`src/logic/stm_cfg.svh`:
```
// Constants of the standard timer: offsets, fields, reset values, timing
`ifndef STM_CFG_SVH
`define STM_CFG_SVH

// ----------------------------------------
// Register offsets
// ----------------------------------------
`define STM_ADR_CTRL0    4'h0
`define STM_ADR_CTRL1    4'h1
`define STM_ADR_CNT_LO   4'h2
`define STM_ADR_CNT_HI   4'h3
`define STM_ADR_COMPARE_A_VALUE_LO  4'h4
`define STM_ADR_COMPARE_A_VALUE_HI  4'h5
`define STM_ADR_COMPARE_P_VALUE     4'h6
`define STM_ADR_INT_STAT 4'h7
`define STM_ADR_INT_MASK 4'h8

// ----------------------------------------
// Field positions and codes
// ----------------------------------------
`define STM_C0_RUN_BIT   3
`define STM_C0_CLK_LO    4
`define STM_C0_CLK_HI    5
`define STM_INT_A_BIT    0
`define STM_INT_P_BIT    1
`define STM_MODE_CAPT    2'h1
`define STM_MODE_PULSE   2'h2
`define STM_PINF_PULSE   2'h3
`define STM_PINF_RISE    2'h0
`define STM_PINF_FALL    2'h1
`define STM_PINF_BOTH    2'h2
`define STM_PINF_OFF     2'h3

// ----------------------------------------
// Reset values and timing
// ----------------------------------------
`define STM_RST_BYTE     8'h00
`define STM_RST_WORD     16'h0000
`define STM_DIV_SEL0     7'h04
`define STM_DIV_SEL1     7'h01
`define STM_DIV_SEL2     7'h10
`define STM_DIV_SEL3     7'h40
`define STM_CAPT_MIN_TCK 2

`endif

```
`src/logic/stm_pkg.sv`:
```
// Types of the standard timer
`default_nettype none
package stm_pkg;
	typedef struct packed {
		logic [3:0] addr;
		logic [7:0] wdata;
		logic       wr;
		logic       rd;
	} stm_bus_req_t;

	typedef struct packed {
		logic [1:0] op_mode_sel;
		logic [1:0] pin_function_sel;
		logic       output_initial_level;
		logic       output_invert;
		logic       duty_period_swap;
		logic       counter_clear_select;
	} stm_ctrl1_t;

	typedef enum logic [1:0] {
		STM_RUN_IDLE,
		STM_RUN_ACTIVE
	} stm_run_st_t;
endpackage
`default_nettype wire

```
`src/logic/stm_timer.sv`:
```
// Standard timer: single-shot pulse output and input capture
//
// Local design decisions: strobed register access and the address map.
`timescale 1ns/100ps
`include "stm_cfg.svh"
`default_nettype none
module stm_timer (
	// Clock and reset
	input  wire logic                  clk_sys_i,
	input  wire logic                  rst_i,
	// Register port
	input  wire stm_pkg::stm_bus_req_t bus_i,
	output logic [7:0]                 rdata_o,
	// Pins
	input  wire logic                  capture_input_pin_i,
	input  wire logic                  timer_ext_clock_pin_i,
	output logic                       pulse_o,
	output logic                       pulse_oe_o,
	// Interrupt
	output logic                       irq_o
);
	import stm_pkg::*;

	// ----------------------------------------
	// Declarations
	// ----------------------------------------
	logic        timer_run_bit_ff;
	logic [1:0]  clk_sel_ff;
	stm_ctrl1_t  ctrl1_ff;
	logic [15:0] compare_a_value_ff;
	logic [7:0]  compare_p_value_ff;
	logic [15:0] cnt_ff;
	logic [1:0]  int_stat_ff;
	logic [1:0]  int_mask_ff;
	logic        run_d_ff;
	logic        ext_d_ff;
	logic        cap_smp_ff;
	logic        cap_ev_d_ff;
	logic        pulse_ff;
	logic        pulse_oe_ff;
	logic        irq_ff;
	logic [7:0]  rdata_ff;
	stm_run_st_t run_st_ff;
	logic [1:0]  pin_s;
	logic        tick;
	logic        pulse_mode;
	logic        capt_mode;
	logic        run_rise;
	logic        run_fall;
	logic        ext_trig;
	logic        a_match;
	logic        p_match;
	logic        cap_ev;
	logic        wr_ctrl0;
	logic [15:0] p_end;
	logic [1:0]  nxt_int_stat;
	logic        nxt_pulse;

	// ----------------------------------------
	// Helpers
	// ----------------------------------------
	function automatic logic edge_ok(input logic [1:0] pinf, input logic lvl);
		logic ok;
		ok = 1'b0;
		case (pinf)
			`STM_PINF_RISE: ok = lvl;
			`STM_PINF_FALL: ok = ~lvl;
			`STM_PINF_BOTH: ok = 1'b1;
			default:        ok = 1'b0;
		endcase
		return ok;
	endfunction

	function automatic logic is_wr(input stm_bus_req_t req, input logic [3:0] adr);
		return req.wr && (req.addr == adr);
	endfunction

	// ----------------------------------------
	// Submodules
	// ----------------------------------------
	stm_sync #(
		.W(2)
	) u_sync (
		.clk_sys_i(clk_sys_i),
		.rst_i    (rst_i),
		.pin_i    ({timer_ext_clock_pin_i, capture_input_pin_i}),
		.pin_o    (pin_s)
	);

	stm_tick u_tick (
		.clk_sys_i(clk_sys_i),
		.rst_i    (rst_i),
		.div_sel_i(clk_sel_ff),
		.tick_o   (tick)
	);

	// ----------------------------------------
	// Mode decode and events
	// ----------------------------------------
	// Single-shot only counts as such with pin function 11
	assign pulse_mode = (ctrl1_ff.op_mode_sel == `STM_MODE_PULSE) &&
	                    (ctrl1_ff.pin_function_sel == `STM_PINF_PULSE);
	assign capt_mode  = (ctrl1_ff.op_mode_sel == `STM_MODE_CAPT);
	assign run_rise   = timer_run_bit_ff & ~run_d_ff;
	assign run_fall   = ~timer_run_bit_ff & run_d_ff;
	assign ext_trig   = pin_s[1] & ~ext_d_ff;
	assign wr_ctrl0   = is_wr(bus_i, `STM_ADR_CTRL0);

	// Compare P against the high byte; zero wraps at 65536
	assign p_end      = {compare_p_value_ff, 8'h00} - 16'h0001;
	// A restart tick never matches the stale count
	assign a_match    = pulse_mode & timer_run_bit_ff & ~run_rise & tick &
	                    (cnt_ff == compare_a_value_ff);
	assign p_match    = capt_mode & timer_run_bit_ff & ~run_rise & tick &
	                    (cnt_ff == p_end);

	// Input sampled on each timer tick; short pulses between ticks are missed
	assign cap_ev     = capt_mode & tick & (pin_s[0] != cap_smp_ff) &
	                    edge_ok(ctrl1_ff.pin_function_sel, pin_s[0]);

	// ----------------------------------------
	// Pin edge history
	// ----------------------------------------
	always_ff @(posedge clk_sys_i or posedge rst_i) begin
		if (rst_i) begin
			ext_d_ff   <= 1'b0;
			cap_smp_ff <= 1'b0;
		end else begin
			ext_d_ff <= pin_s[1];
			if (tick) begin
				cap_smp_ff <= pin_s[0];
			end
		end
	end

	// ----------------------------------------
	// Run bit
	// ----------------------------------------
	always_ff @(posedge clk_sys_i or posedge rst_i) begin
		if (rst_i) begin
			timer_run_bit_ff <= 1'b0;
			run_d_ff         <= 1'b0;
		end else begin
			run_d_ff <= timer_run_bit_ff;
			if (wr_ctrl0) begin
				timer_run_bit_ff <= bus_i.wdata[`STM_C0_RUN_BIT];
			end else if (pulse_mode && ext_trig) begin
				timer_run_bit_ff <= 1'b1;
			end else if (a_match) begin
				timer_run_bit_ff <= 1'b0;
			end
		end
	end

	always_ff @(posedge clk_sys_i or posedge rst_i) begin
		if (rst_i) begin
			run_st_ff <= STM_RUN_IDLE;
		end else begin
			case (run_st_ff)
				STM_RUN_IDLE: begin
					if (run_rise) begin
						run_st_ff <= STM_RUN_ACTIVE;
					end
				end
				STM_RUN_ACTIVE: begin
					if (run_fall) begin
						run_st_ff <= STM_RUN_IDLE;
					end
				end
				default: begin
					run_st_ff <= STM_RUN_IDLE;
				end
			endcase
		end
	end

	// ----------------------------------------
	// Counter
	// ----------------------------------------
	always_ff @(posedge clk_sys_i or posedge rst_i) begin
		if (rst_i) begin
			cnt_ff <= `STM_RST_WORD;
		end else if (run_rise) begin
			cnt_ff <= `STM_RST_WORD;
		end else if (a_match) begin
			// Single-shot stops on the compare A value
			cnt_ff <= cnt_ff;
		end else if (timer_run_bit_ff && tick) begin
			if (p_match) begin
				cnt_ff <= `STM_RST_WORD;
			end else begin
				cnt_ff <= cnt_ff + 16'h0001;
			end
		end
	end

	// ----------------------------------------
	// Control and compare registers
	// ----------------------------------------
	always_ff @(posedge clk_sys_i or posedge rst_i) begin
		if (rst_i) begin
			clk_sel_ff         <= 2'h0;
			ctrl1_ff           <= '0;
			compare_p_value_ff <= `STM_RST_BYTE;
			int_mask_ff        <= 2'h0;
		end else begin
			if (wr_ctrl0) begin
				clk_sel_ff <= bus_i.wdata[`STM_C0_CLK_HI:`STM_C0_CLK_LO];
			end
			if (is_wr(bus_i, `STM_ADR_CTRL1)) begin
				ctrl1_ff <= stm_ctrl1_t'(bus_i.wdata);
			end
			if (is_wr(bus_i, `STM_ADR_COMPARE_P_VALUE)) begin
				compare_p_value_ff <= bus_i.wdata;
			end
			if (is_wr(bus_i, `STM_ADR_INT_MASK)) begin
				int_mask_ff <= bus_i.wdata[1:0];
			end
		end
	end

	// Capture overrides a software write in the same cycle
	always_ff @(posedge clk_sys_i or posedge rst_i) begin
		if (rst_i) begin
			compare_a_value_ff <= `STM_RST_WORD;
		end else if (cap_ev) begin
			compare_a_value_ff <= cnt_ff;
		end else begin
			if (is_wr(bus_i, `STM_ADR_COMPARE_A_VALUE_LO)) begin
				compare_a_value_ff[7:0] <= bus_i.wdata;
			end
			if (is_wr(bus_i, `STM_ADR_COMPARE_A_VALUE_HI)) begin
				compare_a_value_ff[15:8] <= bus_i.wdata;
			end
		end
	end

	// ----------------------------------------
	// Interrupt status
	// ----------------------------------------
	always_comb begin
		nxt_int_stat = int_stat_ff;
		if (is_wr(bus_i, `STM_ADR_INT_STAT)) begin
			nxt_int_stat = int_stat_ff & ~bus_i.wdata[1:0];
		end
		// Set wins over a clear in the same cycle
		if (a_match || cap_ev_d_ff) begin
			nxt_int_stat[`STM_INT_A_BIT] = 1'b1;
		end
		if (p_match) begin
			nxt_int_stat[`STM_INT_P_BIT] = 1'b1;
		end
	end

	always_ff @(posedge clk_sys_i or posedge rst_i) begin
		if (rst_i) begin
			int_stat_ff <= 2'h0;
		end else begin
			int_stat_ff <= nxt_int_stat;
		end
	end

	// ----------------------------------------
	// Capture flag delay
	// ----------------------------------------
	always_ff @(posedge clk_sys_i or posedge rst_i) begin
		if (rst_i) begin
			cap_ev_d_ff <= 1'b0;
		end else begin
			cap_ev_d_ff <= cap_ev;
		end
	end

	// ----------------------------------------
	// Interrupt output
	// ----------------------------------------
	always_ff @(posedge clk_sys_i or posedge rst_i) begin
		if (rst_i) begin
			irq_ff <= 1'b0;
		end else begin
			irq_ff <= |(nxt_int_stat & int_mask_ff);
		end
	end

	// ----------------------------------------
	// Pulse output
	// ----------------------------------------
	always_comb begin
		nxt_pulse = pulse_ff;
		if (!pulse_mode) begin
			nxt_pulse = 1'b0;
		end else if (run_rise) begin
			nxt_pulse = ctrl1_ff.output_initial_level ^ ctrl1_ff.output_invert;
		end else if (run_fall) begin
			nxt_pulse = ~ctrl1_ff.output_initial_level ^ ctrl1_ff.output_invert;
		end else if (run_st_ff == STM_RUN_IDLE) begin
			nxt_pulse = ~ctrl1_ff.output_initial_level ^ ctrl1_ff.output_invert;
		end
	end

	always_ff @(posedge clk_sys_i or posedge rst_i) begin
		if (rst_i) begin
			pulse_ff <= 1'b0;
		end else begin
			pulse_ff <= nxt_pulse;
		end
	end

	always_ff @(posedge clk_sys_i or posedge rst_i) begin
		if (rst_i) begin
			pulse_oe_ff <= 1'b0;
		end else begin
			pulse_oe_ff <= pulse_mode;
		end
	end

	// ----------------------------------------
	// Read data
	// ----------------------------------------
	always_ff @(posedge clk_sys_i or posedge rst_i) begin
		if (rst_i) begin
			rdata_ff <= `STM_RST_BYTE;
		end else if (bus_i.rd) begin
			case (bus_i.addr)
				`STM_ADR_CTRL0:    rdata_ff <= {2'h0, clk_sel_ff, timer_run_bit_ff, 3'h0};
				`STM_ADR_CTRL1:    rdata_ff <= ctrl1_ff;
				`STM_ADR_CNT_LO:   rdata_ff <= cnt_ff[7:0];
				`STM_ADR_CNT_HI:   rdata_ff <= cnt_ff[15:8];
				`STM_ADR_COMPARE_A_VALUE_LO:  rdata_ff <= compare_a_value_ff[7:0];
				`STM_ADR_COMPARE_A_VALUE_HI:  rdata_ff <= compare_a_value_ff[15:8];
				`STM_ADR_COMPARE_P_VALUE:     rdata_ff <= compare_p_value_ff;
				`STM_ADR_INT_STAT: rdata_ff <= {6'h00, int_stat_ff};
				`STM_ADR_INT_MASK: rdata_ff <= {6'h00, int_mask_ff};
				default:           rdata_ff <= `STM_RST_BYTE;
			endcase
		end else begin
			rdata_ff <= `STM_RST_BYTE;
		end
	end

	assign rdata_o    = rdata_ff;
	assign pulse_o    = pulse_ff;
	assign pulse_oe_o = pulse_oe_ff;
	assign irq_o      = irq_ff;
endmodule
`default_nettype wire

```
`src/logic/stm_sync.sv`:
```
// Two-flop synchronisers for the timer pins
`timescale 1ns/100ps
`default_nettype none
module stm_sync #(
	parameter int W = 2
) (
	// Clock and reset
	input  wire logic         clk_sys_i,
	input  wire logic         rst_i,
	// Pins in, synchronised out
	input  wire logic [W-1:0] pin_i,
	output logic      [W-1:0] pin_o
);
	logic [W-1:0] meta_ff;
	logic [W-1:0] sync_ff;

	genvar g;
	generate
		for (g = 0; g < W; g++) begin : g_bit
			always_ff @(posedge clk_sys_i or posedge rst_i) begin
				if (rst_i) begin
					meta_ff[g] <= 1'b0;
					sync_ff[g] <= 1'b0;
				end else begin
					meta_ff[g] <= pin_i[g];
					sync_ff[g] <= meta_ff[g];
				end
			end
		end
	endgenerate

	assign pin_o = sync_ff;
endmodule
`default_nettype wire

```
`src/logic/stm_tick.sv`:
```
// Timer clock tick generator from the system clock
`timescale 1ns/100ps
`include "stm_cfg.svh"
`default_nettype none
module stm_tick (
	// Clock and reset
	input  wire logic       clk_sys_i,
	input  wire logic       rst_i,
	// Divider select and tick
	input  wire logic [1:0] div_sel_i,
	output logic            tick_o
);
	logic [6:0] div_cnt_ff;
	logic [6:0] div_val;
	logic       tick_ff;

	always_comb begin
		case (div_sel_i)
			2'h0:    div_val = `STM_DIV_SEL0;
			2'h1:    div_val = `STM_DIV_SEL1;
			2'h2:    div_val = `STM_DIV_SEL2;
			default: div_val = `STM_DIV_SEL3;
		endcase
	end

	always_ff @(posedge clk_sys_i or posedge rst_i) begin
		if (rst_i) begin
			div_cnt_ff <= 7'h00;
			tick_ff    <= 1'b0;
		end else if (div_cnt_ff >= div_val - 7'h01) begin
			div_cnt_ff <= 7'h00;
			tick_ff    <= 1'b1;
		end else begin
			div_cnt_ff <= div_cnt_ff + 7'h01;
			tick_ff    <= 1'b0;
		end
	end

	assign tick_o = tick_ff;
endmodule
`default_nettype wire

```
`config.mk`:
```
export PLATFORM = sky130hd
export DESIGN_NAME = stm_timer
export DESIGN_NICKNAME = d
export VERILOG_FILES = /design/src/logic/stm_pkg.sv /design/src/logic/stm_timer.sv /design/src/logic/stm_sync.sv /design/src/logic/stm_tick.sv
export VERILOG_INCLUDE_DIRS = /design/src /design/src/logic
export SDC_FILE = /design/constraint.sdc
export NUM_CORES = 1
export LEC_CHECK = 0
export CAP_MARGIN = 20
export CORE_MARGIN = 2
export CORE_UTILIZATION = 25
export DETAILED_ROUTE_END_ITERATION = 7
export DONT_BUFFER_PORTS = 1
export GPL_TIMING_DRIVEN = 0
export PLACE_DENSITY = 0.38
export SKIP_CTS_REPAIR_TIMING = 1
export SLEW_MARGIN = 20
export SYNTH_ARGS = -nofsm -noshare
export SYNTH_HDL_FRONTEND = slang
export SYNTH_SLANG_ARGS = --single-unit
```
`constraint.sdc`:
```
create_clock -name clk_sys_i -period 4.9 [get_ports clk_sys_i]
set_input_delay 0.49 -clock clk_sys_i [delete_from_list [all_inputs] [get_ports clk_sys_i]]
set_output_delay 0.49 -clock clk_sys_i [all_outputs]
set_load 0.01 [all_outputs]
```
==> reports/results.ini, run 1 <==
[routing]
drc=0
wl_mm=14.6
ant_nets=0
drt_first_iter_violations=190
firstDrtPassIters=5
vias=3713
viasPerCell=4.92
wl_per_cell_um=19.3

[run_status]
outcome=completed

[timing]
fin_crit_ns=3.11
max-slew-margin-rel=0.294
setup_violations=0
worstMarginPinSlew_ns=1.05
rsz0062_at_grt=no
finClkSkew_ns=0.00477
drv_slew=0
min_period_over_period=0.635
setup_tns_ns=0
setup_ws_ns=1.79
fmax_mhz=322
hold_viol_final=0

[worst_setup_path]
crit_required_ns=5.12
startpoint=cnt_ff[0]
crit_fanout=10
arrival_ns=3.33
r2r_start=cnt_ff[0]
path_buf_inv=3
cp_top_family=simple AND/OR/NAND/NOR gates
cp_slowest_cell=dfrtp_1
critPathLaunchType=flop
crit_type=reg2reg
max_stage_delay_ns=0.58
crit_chain=ha_1 -> nand3_2 -> or3_1 -> buf_6 -> or3_4 -> a2111oi_4 -> or2_1 -> buf_6 -> buf_12 -> a21oi_2
cp_common_cell=buf_6
critPathCaptureType=flop

[global_route]
antenna_found_initial=0
grt_pass1_wl_mm=23.4
grt_pass1_vias=3834
grt_overflow_total=0
grt_max_degree=73
track_usage=0.152

[layout]
diodes=0
final_area_um2=5500
final_cells=754
drive_gt1_frac=0.190
fin_nets=518
area_delta_synth_final_pct=14.0

[yosys]
synth_top_family_by_area=simple AND/OR/NAND/NOR gates
async_flop_share=1.00
synth-seq-cells=83
synthAdderAreaFrac=0.0259
synth_area_leader_cell=dfrtp_1
synth_compound_area_frac=0.151
netlist_area_um2=4820
yosysMostFrequentCell=dfrtp_1
syn_nets=504
synth-edff-count=0
yosys-top-cells-count=dfrtp_1, nand2_1, mux2_2
synth_top_area_share=0.430
syn-instance-count=476
synth_mux_area_frac=0.115
avgSynthCellArea_um2=10.1
ys.flop_type=dfrtp_1
yosys.area_share.simple=0.170
synth.area.top_cells=dfrtp_1, mux2_2, nand2_1
synth_cell_types=61
synth_xor_area_frac=0.0563
ys_seq_area_frac=0.430
yosysWarnings=0

[cts]
cts_htree_levels=3
cts_made_buffers=9
clk_latency_ns=0.34
clockBufferDepth=2
cts.sinks=83
clk_pin_slew_ns=0.06
cts_root_buf=clkbuf_16
cts_tree=done

[die]
die_area_um2=20400
rows=50
dieWidth_um=143
die_y_um=143
core-area_um2=18800
io_pins=29
start_util=0.256

[pwr]
power_leakage_uw=0.00225
vdd.ir_drop.worst_uv=174
p_per_area_nw_per_um2=449
p_total_uw=2470

[place]
post-place-ws_ns=1.81
dp_hpwl_mm=10.7
dp.cells=738
postPlaceCellArea_um2=5190
gp_congestion=0.819
numPortBuffers=0

[hold_path]
worstHoldStart=capture_input_pin_i
holdCritPathClass=in2reg

[run]
cap_violations=0

## worst register-to-register path, delay by kind of cell (launching register included)
kind                       cells  cell delay [ns]
AOI/OAI and AO/OA              2             0.59
buffers and inverters          3             0.43
adders and majority gates      1             0.27
and+or+nand+nor                4             1.12
DFF                            1             0.58
## report_power, final
| group | total (uW) | switching (uW) | internal, uW |
|---|---|---|---|
| Combinational | 713 | 378 | 335 |
| Clock | 691 | 271 | 420 |
| Sequential | 1060 | 209 | 855 |
| Total | 2470 | 858 | 1610 |
## placed cells by master, fill, tap and decap left out, types with 12 or more instances in the layout
| cell | netlist | layout |
|---|---|---|
| dfrtp_1 | 83 | 83 |
| nand2_1 | 52 | 52 |
| mux2_2 | 30 | 30 |
| o21ai_0 | 29 | 29 |
| xor2_1 | 20 | 20 |
| nor2_1 | 19 | 19 |
| mux2i_1 | 17 | 17 |
| a21oi_1 | 14 | 14 |
| nand3_1 | 13 | 13 |
| clkbuf_1 | 10 | 12 |
| inv_1 | 13 | 12 |
## cells by family (layout without fill, tap and decap cells)
| logic type | count (synthesis) | after routing |
|---|---|---|
| mux | 49 | 49 |
| flops | 83 | 83 |
| xor+xnor | 31 | 31 |
| simple gates | 154 | 154 |
| fa+ha+maj | 10 | 10 |
| compound gates | 105 | 105 |
| buf+inv | 44 | 62 |
## layout make-up
type / count / area (um^2)
timing repair buffer: 3 / 45.0
sequential: 83 / 2080
clock inverter: 2 / 35.0
fill: 1985 / 13300
multi-input combinational: 349 / 2500
tap: 260 / 325
buffer: 31 / 201
clock buffer: 13 / 260
inverter: 13 / 53.8
## path summary, 6_finish.rpt
kind,cells past startpoint,slack [ns],to
setup / recovery,10,1.79,cnt_ff[5]
hold / removal,0,0.17,u_sync.meta_ff[0]
setup reg to reg,10,1.79,cnt_ff[5]
hold reg to reg,0,0.35,u_sync.pin_o[1]
max in group asynchronous,3,3.76,compare_a_value_ff[0]
min in group asynchronous,2,0.55,cnt_ff[0]
## metrics by stage
stage | hold WS, ns | utilization
detailed placement | 0.282 | 0.276
global placement | 0.338 | 0.273
CTS | -0.0896 | 0.292
finish | 0.175 | 0.292
floorplan | 0.331 | -
global route | 0.152 | 0.292
## state kept, by name (all words and copies together), names as in the netlist
register	cells
run_d_ff	1
u_tick.div_cnt_ff	7
u_sync.meta_ff	2
u_sync.pin_o	2
ext_d_ff	1
clk_sel_ff	2
cnt_ff	16
u_tick.tick_o	1
timer_run_bit_ff	1
pulse_o	1
int_stat_ff	2
compare_a_value_ff	16
cap_ev_d_ff	1
irq_o	1
run_st_ff	1
pulse_oe_o	1
rdata_o	8
ctrl1_ff	8
cap_smp_ff	1
int_mask_ff	2
compare_p_value_ff	8
## metal layers
metal | track usage | vias up | routed length, um
met5 | 0 | - | 0
met4 | 0.0339 | 0 | 221
met3 | 0.0433 | 12 | 814
met2 | 0.233 | 98 | 6570
met1 | 0.214 | 1860 | 6960
li1 | - | 1743 | -
No activity file was read; power rests on OpenSTA's default activity.
==> inputs of run 2 (changes only) <==
- PLACE_DENSITY: 0.38 -> 0.4
- clock period: 4.9 -> 2.5 ns (I/O delays scaled with it)
==> reports/results.ini, run 2 (synthesized netlist as in run 1, its figures left out) <==
[die]
io_pins=29
rows=50
die_area_um2=20400
start_util=0.256
core-area_um2=18800
die_y_um=143
dieWidth_um=143

[layout]
drive_gt1_frac=0.242
area_delta_synth_final_pct=19.8
fin_nets=531
final_common_cell=dfrtp_1
final_cells=768
final_area_um2=5780
top_regs=cnt_ff (16), compare_a_value_ff (16)
final_cell_mix=dfrtp_1, nand2_1, mux2_2
diodes=0
final_util=0.307

[routing]
wl_mm=14.7
wl_met3_um=948
vias=3809
viasPerCell=4.96
firstDrtPassIters=5
met1_length_mm=6.93
drc=0
ant_nets=0
drt_first_iter_violations=223
wl_per_cell_um=19.2
highest_layer=met4
met2_length_mm=6.35

[timing]
setup_ws_ns=-0.208
hold_viol_final=0
worstMarginPinSlew_ns=1.20
fin_crit_ns=2.71
min_period_over_period=1.08
drv_slew=0
fmax_mhz=369
finClkSkew_ns=0.00684
max-slew-margin-rel=0.198
rsz0062_at_grt=yes
setup_violations=18

[place]
numPortBuffers=0
dp.cells=738
gp_congestion=0.851
dp_hpwl_mm=10.6
postPlaceCellArea_um2=5190

[global_route]
grt_overflow_total=0
grt_pass1_wl_mm=22.8
track_usage=0.150
grt_pass1_vias=3745
antenna_found_initial=0
grt_max_degree=52

[pwr]
p_comb_frac=0.309
power_switching_uw=1790
clock_power_share=0.298
p_sw_frac=0.342
vdd.ir_drop.worst_uv=383
p_total_uw=5240
power_leakage_uw=0.00236
p_per_area_nw_per_um2=908
intPower_uw=3450
power_frac_seq=0.393

[cts]
clk_latency_ns=0.35
clockBufferDepth=2
cts_made_buffers=9
cts_root_buf=clkbuf_16
clk_pin_slew_ns=0.06
cts_htree_levels=3
cts_tree=done
cts.sinks=83

[worst_setup_path]
reg2regPathDepth=11
critPathLaunchType=flop
crit_chain=buf_6 -> inv_4 -> ha_4 -> xnor2_2 -> or4_1 -> or3_4 -> a2111oi_4 -> or2_1 -> buf_6 -> clkbuf_16 -> a21oi_2
arrival_ns=2.94
crit_required_ns=2.73
max_stage_delay_ns=0.48
critPathCaptureType=flop
crit_fanout=7
cp_common_cell=buf_6
crit_type=reg2reg
cp_slowest_cell=or4_1

[hold_path]
holdCritPathClass=in2reg
hold_path_depth=2

[run_status]
outcome=complete, but fails checks
violations=setup timing

[run]
cap_violations=0

-- run 2: changes by cell type in the layout (fill, tap and decap cells not counted), moves of 2 or more --
cell	previous run	this run
clkbuf_8	2	0
dfrtp_1	83	80
clkbuf_2	1	3
dlygate4sd3_1	1	3
buf_2	5	3
buf_6	5	8
bufinv_16	1	3
inv_1	12	10
dfrtp_2	0	3
clkbuf_1	12	8
inv_4	0	2
buf_4	6	15
-- run 2: stage by stage --
| stage | worst slack, ns | hold slack [ns] | setup TNS [ns] |
|---|---|---|---|
| floorplan | 0.0469 | 0.281 | 0 |
| global placement | -1.08 | 0.281 | -98.97 |
| detailed placement | -0.528 | 0.187 | -8.04 |
| CTS | -0.548 | -0.194 | -8.40 |
| global route | -0.260 | 0.0267 | -3.82 |
| finish | -0.208 | 0.0302 | -2.82 |
-- run 2: worst paths after layout --
check / slack (ns) / start / to
max: -0.21 / compare_p_value_ff[0] / cnt_ff[2]
min: 0.03 / bus_i[3] / compare_p_value_ff[1]
max reg2reg: -0.21 / compare_p_value_ff[0] / cnt_ff[2]
min reg2reg: 0.35 / u_sync.meta_ff[1] / u_sync.pin_o[1]
max in group asynchronous: 1.47 / rst_i / compare_p_value_ff[1]
min in group asynchronous: 0.40 / rst_i / u_sync.meta_ff[1]
-- run 2: area by class of cell --
class | instances | area (um^2)
Fill cell | 1955 | 13100
Multi-Input combinational cell | 349 | 2580
Sequential cell | 83 | 2080
Tap cell | 260 | 325
Clock buffer | 9 | 225
Buffer | 30 | 208
Timing Repair Buffer | 17 | 189
Clock inverter | 7 | 116
Inverter | 13 | 53.8
-- run 2: worst max-delay path: cells and delay by family (launching register included) --
| family | cells | cell delay, ns |
|---|---|---|
| AOI/OAI and AO/OA | 2 | 0.40 |
| xor gates and xnor gates | 1 | 0.13 |
| adders and majority gates | 1 | 0.20 |
| buffers and inverters | 4 | 0.47 |
| DFF | 1 | 0.37 |
| and+or+nand+nor | 3 | 1.01 |
-- run 2: metal layers --
layer  GRT usage  up-vias
li1            -     1777
met2       0.222      110
met1       0.203     1893
met3      0.0466       29
met4      0.0625        0
met5           0        -
-- run 2: power by group through the flow --
stage	Clock (uW)	Sequential [uW]	Combinational, uW
global route	1660	2110	1810
CTS	1610	2080	1400
detailed placement	0	2100	1390
global placement	0	2100	1360
floorplan	0	1950	1100
finish	1560	2060	1620
